$ cat src/rtl/eis_pkg.sv
// constants, field layout and bus states of the external request enable and sense block
package eis_pkg;

  // ****************************************
  // geometry
  // ****************************************
  localparam int          NUM_PINS    = 12;
  localparam int          ADDR_W      = 6;
  localparam int          DATA_W      = 32;
  localparam int          REG_W       = 16;
  localparam int          SENSE_W     = 2 * NUM_PINS;

  // ****************************************
  // register byte offsets
  // ****************************************
  localparam logic [5:0]  OFS_ENABLE  = 6'h00;
  localparam logic [5:0]  OFS_SENSE_H = 6'h04;
  localparam logic [5:0]  OFS_SENSE_L = 6'h08;
  localparam logic [5:0]  OFS_FLAGS   = 6'h0c;

  // ****************************************
  // implemented bits and reset values
  // ****************************************
  localparam logic [15:0] MASK_ENABLE  = 16'h0fff;
  localparam logic [15:0] MASK_SENSE_H = 16'h00ff;
  localparam logic [15:0] MASK_SENSE_L = 16'hffff;
  localparam logic [15:0] MASK_FLAGS   = 16'h0fff;
  localparam logic [15:0] RST_ENABLE   = 16'h0000;
  localparam logic [15:0] RST_SENSE    = 16'h0000;
  localparam logic [11:0] RST_FLAGS    = 12'h000;
  localparam logic [11:0] RST_PIN_IDLE = 12'hfff;

  // ****************************************
  // sense field: rise bit above fall bit
  // ****************************************
  localparam int          POS_SENSE_RISE = 1;
  localparam int          POS_SENSE_FALL = 0;
  localparam logic [1:0]  SENSE_LOW      = 2'h0;
  localparam logic [1:0]  SENSE_FALL     = 2'h1;
  localparam logic [1:0]  SENSE_RISE     = 2'h2;
  localparam logic [1:0]  SENSE_BOTH     = 2'h3;

  // ****************************************
  // bus slave states, value doubles as waitrequest
  // ****************************************
  typedef enum logic [0:0]
  {
    EIS_BUS_ACK  = 1'b0,
    EIS_BUS_WAIT = 1'b1
  } eis_bus_e;

endpackage : eis_pkg

$ cat src/rtl/eis_pin_sync.sv
// two-flop synchroniser for the external request pins
`timescale 1ns/1ps
module eis_pin_sync
(
  input  wire logic                         clk_in,
  input  wire logic                         reset_in,
  input  wire logic [eis_pkg::NUM_PINS-1:0] async_in,
  output logic      [eis_pkg::NUM_PINS-1:0] sync_out
);

  import eis_pkg::*;

  logic [NUM_PINS-1:0] stage1;

  // first stage feeds only the second stage
  always_ff @(posedge clk_in)
  begin
    if (reset_in)
    begin
      stage1   <= RST_PIN_IDLE;
      sync_out <= RST_PIN_IDLE;
    end
    else
    begin
      stage1   <= async_in;
      sync_out <= stage1;
    end
  end

endmodule : eis_pin_sync

$ cat src/rtl/eis_sense.sv
// per-pin level and edge detection selected by the sense fields
`timescale 1ns/1ps
module eis_sense
(
  input  wire logic                         clk_in,
  input  wire logic                         reset_in,
  input  wire logic [eis_pkg::NUM_PINS-1:0] level_in,
  input  wire logic [eis_pkg::SENSE_W-1:0]  sense_in,
  output logic      [eis_pkg::NUM_PINS-1:0] hit_out
);

  import eis_pkg::*;

  logic [NUM_PINS-1:0] prev_level;

  // previous sampled level, idle high so reset makes no edge
  always_ff @(posedge clk_in)
  begin
    if (reset_in)
      prev_level <= RST_PIN_IDLE;
    else
      prev_level <= level_in;
  end

  // edge modes compare successive samples so each transition counts once, low mode follows the current level
  always_comb
  begin
    hit_out = '0;
    for (int i = 0; i < NUM_PINS; i++)
    begin
      case (sense_in[2*i +: 2])
        SENSE_LOW:  hit_out[i] = ~level_in[i];
        SENSE_FALL: hit_out[i] = prev_level[i] & ~level_in[i];
        SENSE_RISE: hit_out[i] = ~prev_level[i] & level_in[i];
        SENSE_BOTH: hit_out[i] = prev_level[i] ^ level_in[i];
        default:    hit_out[i] = 1'b0;
      endcase
    end
  end

endmodule : eis_sense

$ cat src/rtl/eis_top.sv
// external request enable, sense selection and request flags behind an Avalon-MM slave
//
// The register offsets and the Avalon-MM register port were chosen for this implementation.
`timescale 1ns/1ps
module eis_top
  import eis_pkg::*;
(
  input  wire logic                              clk_in,
  input  wire logic                              reset_in,
  input  wire logic [eis_pkg::ADDR_W-1:0]        avs_address_in,
  input  wire logic                              avs_read_in,
  input  wire logic                              avs_write_in,
  input  wire logic [eis_pkg::DATA_W-1:0]        avs_writedata_in,
  input  wire logic [3:0]                        avs_byteenable_in,
  output logic      [eis_pkg::DATA_W-1:0]        avs_readdata_out,
  output logic                                   avs_waitrequest_out,
  input  wire logic [eis_pkg::NUM_PINS-1:0]      ext_request_pin_n_in,
  output logic      [eis_pkg::NUM_PINS-1:0]      irq_request_out,
  output logic      [eis_pkg::NUM_PINS-1:0]      request_flag_out
);

  import eis_pkg::*;

  // ****************************************
  // helper functions
  // ****************************************

  // merge write data into a 16-bit register under the low byte enables
  function automatic logic [15:0] merge16(input logic [15:0] old_val,
                                          input logic [15:0] wr_val,
                                          input logic [1:0]  be,
                                          input logic [15:0] keep);
    logic [15:0] lane;
    lane    = {{8{be[1]}}, {8{be[0]}}};
    merge16 = ((wr_val & lane) | (old_val & ~lane)) & keep;
  endfunction : merge16

  // one bit per pin whose sense field equals the given code
  function automatic logic [NUM_PINS-1:0] mode_mask(input logic [SENSE_W-1:0] sense,
                                                    input logic [1:0]         code);
    logic [NUM_PINS-1:0] m;
    m = '0;
    for (int i = 0; i < NUM_PINS; i++)
      m[i] = (sense[2*i +: 2] == code);
    mode_mask = m;
  endfunction : mode_mask

  // one bit per pin whose sense field differs between two settings
  function automatic logic [NUM_PINS-1:0] field_change(input logic [SENSE_W-1:0] a,
                                                       input logic [SENSE_W-1:0] b);
    logic [NUM_PINS-1:0] m;
    m = '0;
    for (int i = 0; i < NUM_PINS; i++)
      m[i] = (a[2*i +: 2] != b[2*i +: 2]);
    field_change = m;
  endfunction : field_change

  // ****************************************
  // state
  // ****************************************
  eis_bus_e              bus_state;
  eis_bus_e              next_bus_state;
  logic [15:0]           irq_enable_reg;
  logic [15:0]           sense_control_high;
  logic [15:0]           sense_control_low;
  logic [NUM_PINS-1:0]   request_flag_reg;
  logic [NUM_PINS-1:0]   pin_sync;
  logic [NUM_PINS-1:0]   sense_hit;

  // ****************************************
  // address decode and write strobes
  // ****************************************
  wire                   bus_req      = avs_read_in | avs_write_in;
  wire                   bus_take     = bus_req & (bus_state == EIS_BUS_WAIT);
  wire                   wr_commit    = avs_write_in & (bus_state == EIS_BUS_ACK);
  wire                   sel_enable   = (avs_address_in == OFS_ENABLE);
  wire                   sel_sense_h  = (avs_address_in == OFS_SENSE_H);
  wire                   sel_sense_l  = (avs_address_in == OFS_SENSE_L);
  wire                   sel_flags    = (avs_address_in == OFS_FLAGS);
  wire [15:0]            wr_word      = avs_writedata_in[15:0];
  wire [1:0]             wr_be        = avs_byteenable_in[1:0];

  // next register values, unused bits forced to zero
  wire [15:0]            next_enable  = merge16(irq_enable_reg, wr_word, wr_be, MASK_ENABLE);
  wire [15:0]            next_sense_h = merge16(sense_control_high, wr_word, wr_be, MASK_SENSE_H);
  wire [15:0]            next_sense_l = merge16(sense_control_low, wr_word, wr_be, MASK_SENSE_L);

  // sense fields of all pins, pin i at bits 2i+1:2i
  wire [SENSE_W-1:0]     sense_all    = {sense_control_high[7:0], sense_control_low};
  wire [SENSE_W-1:0]     sense_new    = {next_sense_h[7:0], next_sense_l};

  // a rewrite that changes a field disturbs that pin's detector
  wire                   sense_wr     = wr_commit & (sel_sense_h | sel_sense_l);
  wire [SENSE_W-1:0]     sense_wr_val = sel_sense_h ? {next_sense_h[7:0], sense_control_low}
                                                    : {sense_control_high[7:0], next_sense_l};
  wire [NUM_PINS-1:0]    sense_glitch = sense_wr ? field_change(sense_all, sense_wr_val) : '0;

  // flag clear by writing 0 over a 1, set wins over clear
  wire [15:0]            flag_lane    = {{8{wr_be[1]}}, {8{wr_be[0]}}};
  wire [NUM_PINS-1:0]    flag_clear   = (wr_commit & sel_flags) ? (~wr_word[11:0] & flag_lane[11:0])
                                                                : '0;
  wire [NUM_PINS-1:0]    flag_set     = sense_hit | sense_glitch;
  wire [NUM_PINS-1:0]    next_flags   = (request_flag_reg & ~flag_clear) | flag_set;

  // request forwarded only for enabled pins
  wire [NUM_PINS-1:0]    next_request = next_flags & irq_enable_reg[11:0];

  // read multiplexer, unused and unmapped bits read zero
  wire [15:0]            rd_word      = sel_enable  ? (irq_enable_reg & MASK_ENABLE)
                                      : sel_sense_h ? (sense_control_high & MASK_SENSE_H)
                                      : sel_sense_l ? sense_control_low
                                      : sel_flags   ? {4'h0, request_flag_reg}
                                      : 16'h0000;

  // ****************************************
  // pin synchronisation and detection
  // ****************************************

  // two flops before any logic sees a pin
  eis_pin_sync u_sync
  (
    .clk_in   (clk_in),
    .reset_in (reset_in),
    .async_in (ext_request_pin_n_in),
    .sync_out (pin_sync)
  );

  // level or edge hit per pin from its sense field
  eis_sense u_sense
  (
    .clk_in   (clk_in),
    .reset_in (reset_in),
    .level_in (pin_sync),
    .sense_in (sense_all),
    .hit_out  (sense_hit)
  );

  // ****************************************
  // bus handshake
  // ****************************************

  // waitrequest drops for one cycle after a request is seen
  always_comb
  begin
    case (bus_state)
      EIS_BUS_WAIT: next_bus_state = bus_take ? EIS_BUS_ACK : EIS_BUS_WAIT;
      EIS_BUS_ACK:  next_bus_state = EIS_BUS_WAIT;
      default:      next_bus_state = EIS_BUS_WAIT;
    endcase
  end

  // bus state and read data
  always_ff @(posedge clk_in)
  begin
    if (reset_in)
    begin
      bus_state        <= EIS_BUS_WAIT;
      avs_readdata_out <= '0;
    end
    else
    begin
      bus_state <= next_bus_state;
      if (bus_take & avs_read_in)
        avs_readdata_out <= {16'h0000, rd_word};
    end
  end

  assign avs_waitrequest_out = bus_state;   // state code is the waitrequest level

  // ****************************************
  // control registers
  // ****************************************

  // enable and sense registers, written at the edge that ends the one-cycle waitrequest low
  always_ff @(posedge clk_in)
  begin
    if (reset_in)
    begin
      irq_enable_reg     <= RST_ENABLE;
      sense_control_high <= RST_SENSE;
      sense_control_low  <= RST_SENSE;
    end
    else if (wr_commit)
    begin
      if (sel_enable)
        irq_enable_reg     <= next_enable;
      if (sel_sense_h)
        sense_control_high <= next_sense_h;
      if (sel_sense_l)
        sense_control_low  <= next_sense_l;
    end
  end

  // ****************************************
  // request flags and outputs
  // ****************************************

  // flags, forwarded requests and flag copy
  always_ff @(posedge clk_in)
  begin
    if (reset_in)
    begin
      request_flag_reg <= RST_FLAGS;
      irq_request_out  <= RST_FLAGS;
      request_flag_out <= RST_FLAGS;
    end
    else
    begin
      request_flag_reg <= next_flags;
      irq_request_out  <= next_request;
      request_flag_out <= next_flags;
    end
  end

  // previous synchronised level, kept apart from the detector so the checks stand on their own
  logic [NUM_PINS-1:0]   chk_prev_pin;

  always_ff @(posedge clk_in)
  begin
    if (reset_in)
      chk_prev_pin <= RST_PIN_IDLE;
    else
      chk_prev_pin <= pin_sync;
  end

  // expected hits per sense code
  wire [NUM_PINS-1:0]    low_hit  = ~pin_sync & mode_mask(sense_all, SENSE_LOW);
  wire [NUM_PINS-1:0]    fall_hit = chk_prev_pin & ~pin_sync & mode_mask(sense_all, SENSE_FALL);
  wire [NUM_PINS-1:0]    rise_hit = ~chk_prev_pin & pin_sync & mode_mask(sense_all, SENSE_RISE);
  wire [NUM_PINS-1:0]    both_hit = (chk_prev_pin ^ pin_sync) & mode_mask(sense_all, SENSE_BOTH);
endmodule : eis_top

$ cat config.mk
export PLATFORM = sky130hd
export DESIGN_NAME = eis_top
export DESIGN_NICKNAME = d
export VERILOG_FILES = /design/src/rtl/eis_pkg.sv /design/src/rtl/eis_pin_sync.sv /design/src/rtl/eis_sense.sv /design/src/rtl/eis_top.sv
export SDC_FILE = /design/constraint.sdc
export NUM_CORES = 1
export LEC_CHECK = 0
export ABC_CLOCK_PERIOD_IN_PS = 4300
export CORE_ASPECT_RATIO = 0.6
export CORE_MARGIN = 4
export CORE_UTILIZATION = 68
export CTS_CLUSTER_DIAMETER = 100
export DETAILED_ROUTE_END_ITERATION = 10
export DONT_BUFFER_PORTS = 1
export GPL_ROUTABILITY_DRIVEN = 0
export PLACE_DENSITY_LB_ADDON = 0.2
export SLEW_MARGIN = 10
export SYNTH_ARGS = -nofsm -noshare
export SYNTH_HDL_FRONTEND = slang
export SYNTH_SLANG_ARGS = --single-unit
$ cat constraint.sdc
create_clock -name clk_in -period 4.3 [get_ports clk_in]
set_input_delay 0 -clock clk_in [delete_from_list [all_inputs] [get_ports clk_in]]
set_output_delay 0 -clock clk_in [all_outputs]
set_load 0.005 [all_outputs]
==> impl_metrics.json <==
{
  "outcome": "complete, no violations",
  "grt_use_met3_pct": 14.68,
  "synth.largest_area_cell": "dfxtp_1",
  "via_per_inst": 6.785,
  "drc": 0,
  "post-route-util_pct": 82.05,
  "rr_worst_depth": 5,
  "fillers": 488,
  "finalSetupViolations": 0,
  "area_delta_synth_final_pct": 16.45,
  "num_io_pins": 115,
  "crit_buf_inv": 2,
  "htreeDepth": 4,
  "start_util_pct": 70.46,
  "final_max_slew_viol_count": 0,
  "hold_viol_final": 0,
  "r2r-end": "request_flag_reg[6]",
  "tightest_slew_ps": 1254,
  "synth-async-reset-ratio_pct": 0,
  "clockBufferDepth": 2,
  "crit_type": "flop to flop",
  "cts_buffers": 17,
  "crit_arrival_ps": 3200,
  "cts_root_buf": "clkbuf_16",
  "drt-pass1-iter-count": 6,
  "netlist_instances": 586,
  "synth_edf_count": 0,
  "period_share_pct": 65.97,
  "end_kind": "flop",
  "synth.avg_cell_area_um2": 9.553,
  "hold_path.class": "input port to flop",
  "period_needed_ps": 2837,
  "busiest_layer": "met2",
  "cp_data_required_time_ps": 4660,
  "register_area_mm2": 0.002262,
  "grt_usage_pct": 34.39,
  "synth_area_mm2": 0.005598,
  "core_area_mm2": 0.007945,
  "maxSlewHeadroom_pct": 16.14,
  "nets": 679,
  "clock_latency_ps": 420,
  "instances_no_fill": 717,
  "clock-sinks": 113,
  "p_leak_nw": 2.463,
  "hold_path_startpoint": "avs_address_in[3]",
  "p_per_area_mw_per_mm2": 402.9,
  "dieArea_mm2": 0.009796,
  "num_vias": 4865,
  "rows": 25,
  "path_clk_slew_ps": 50,
  "diodes": 0,
  "timing.critical_path.slowest_stage_cell": "and3b_1",
  "critPathLaunchType": "flop",
  "clock.fmax_mhz": 352.5,
  "hpwl_um": 9417,
  "grt_setup_unrepaired": "no",
  "drive_above_1_share_pct": 15.44,
  "antenna_found_initial": 0,
  "netlist.area_leader.share_pct": 40.41,
  "grt_overflow": 0,
  "cpLargestDelayFamily": "buffers and inverters",
  "wl_um": 16290,
  "synth_area_leaders": "dfxtp_1 (40%), ha_1 (5.4%), mux4_2 (5.2%), o31ai_1 (4.8%), nand4_1 (4.5%)",
  "setup_tns_ps": 0,
  "yosysWarnings": 0,
  "yosysUniqueCellTypes": 40,
  "worstReg2RegStart": "avs_waitrequest_out",
  "cts_resized": 0,
  "ys.flop_type": "dfxtp_1",
  "max_cap_violations": 0,
  "wire_per_inst_um": 22.73,
  "slowest_delay_ps": 740,
  "synth_seq_area_share_pct": 40.41,
  "cp_common_cell": "dlygate4sd3_1",
  "synth-seq-cells": 113,
  "placed_cells": 640,
  "hold_end": "avs_readdata_out[0]",
  "path_max_fanout": 16,
  "grt_pass1_wl_um": 26160,
  "min_path_cells": 3,
  "grt_pass1_vias": 4775,
  "placed_cell_area_mm2": 0.005472,
  "multi_input_area_mm2": 0.002815,
  "fin_area_mm2": 0.006519,
  "grt_max_degree": 91,
  "r2r_slack_ps": 1460,
  "ant_nets": 0,
  "cp_cell_sequence": "and3b_1 > o2111ai_1 > dlygate4sd3_1 > a31oi_1 > dlygate4sd3_1",
  "met2_usage_pct": 52.47,
  "vdd.ir_drop.worst_mv": 0.6132,
  "die_w_um": 125.1,
  "gr-usage-met1_pct": 42.51,
  "fin_worst_skew_ps": 6.955,
  "drtIter0Drc": 708,
  "cts_tree": "done",
  "die_height_um": 78.28,
  "port-buffer-count": 0
}
-- cell usage after synthesis (4+ instances only) --
| cell | count |
|---|---|
| a21oi_1 | 41 |
| a311oi_1 | 12 |
| a31oi_1 | 16 |
| a32o_1 | 7 |
| and3_1 | 4 |
| buf_1 | 5 |
| buf_2 | 8 |
| buf_4 | 16 |
| clkbuf_1 | 42 |
| dfxtp_1 | 113 |
| ha_1 | 24 |
| inv_1 | 61 |
| mux2_2 | 7 |
| mux4_2 | 13 |
| nand2_1 | 18 |
| nand3_1 | 5 |
| nand4_1 | 40 |
| nor3b_1 | 4 |
| o2111ai_1 | 12 |
| o21ai_0 | 8 |
| o22a_1 | 7 |
| o31ai_1 | 36 |
| o41ai_2 | 11 |
| or2_2 | 25 |
| or3_1 | 7 |
| xor2_1 | 24 |
-- cell usage in the layout (no fill, tap or decap), drive strengths merged, types with 8 or more instances in the layout --
master,Yosys,layout
nand4,40,40
o31ai,36,36
o41ai,12,12
a31oi,16,16
nand2,19,19
xor2,24,24
dlygate4sd3,0,45
dfxtp,113,113
ha,24,24
conb,1,16
a21oi,41,41
or2,25,25
mux4,13,13
inv,61,61
o21ai,8,8
a311oi,12,12
o2111ai,12,12
clkbuf,42,26
-- final cells by class --
| type | count | area share [%] |
|---|---|---|
| clock inverter | 5 | 0.7678 |
| tap | 108 | 2.073 |
| clock buffer | 26 | 7.965 |
| timing repair buffer | 50 | 7.793 |
| multi-input combinational | 354 | 43.19 |
| inverter | 61 | 3.512 |
| sequential | 113 | 34.70 |
-- per-layer routing --
metal  part of all wire [%]  wire length (um)
met5                      0                 0
met4                    2.9               477
met2                     45              7264
met1                     38              6218
met3                     14              2334
-- through the flow --
stage               total power [mW]  hold slack, ps  setup WS (ps)
floorplan                      1.238           103.8           2804
global placement               1.229           78.01           2032
detailed placement             1.236           80.20           1955
CTS                            2.616          0.4800           1632
global route                   2.705           10.14           1409
finish                         2.626           9.759           1463
-- power by group --
part | internal, mW | switching [mW]
registers | 1.07 | 0.0204
clock network | 0.877 | 0.468
logic | 0.0712 | 0.116
-- worst register-to-register path, stage by stage, from the launching register on --
cell           delay, ps
dfxtp_1              370
and3b_1              740
o2111ai_1            280
dlygate4sd3_1        640
a31oi_1              170
dlygate4sd3_1        580
-- worst max path at each step --
| stage | startpoint | endpoint | slack, ps | cells past startpoint |
|---|---|---|---|---|
| detailed placement | avs_waitrequest_out | irq_request_out[1] | 1960 | 4 |
| global route | avs_waitrequest_out | request_flag_reg[6] | 1410 | 5 |
| global placement | avs_waitrequest_out | irq_request_out[4] | 2030 | 4 |
| finish | avs_waitrequest_out | request_flag_reg[6] | 1460 | 5 |
| floorplan | avs_waitrequest_out | flop | 2800 | 5 |
| CTS | avs_waitrequest_out | request_flag_reg[6] | 1630 | 4 |
-- cells by family (layout without fill, tap and decap cells) --
family / Yosys count / in the layout / synth area share (%)
fa+ha+maj: 24 / 24 / 5.364
simple gates: 118 / 118 / 12.67
xor+xnor: 24 / 24 / 3.755
other cells: 1 / 16 / 0.06699
flops: 113 / 113 / 40.41
compound gates: 152 / 152 / 20.59
mux: 20 / 20 / 6.638
buf+inv: 134 / 142 / 10.51
-- timing repair --
action                     in CTS  in global routing
buffers inserted                0                  0
setup endpoints to repair       0                  0
hold buffers                   46                  0
hold endpoints to repair      100                  0
Power figures use the tool's default switching activity.
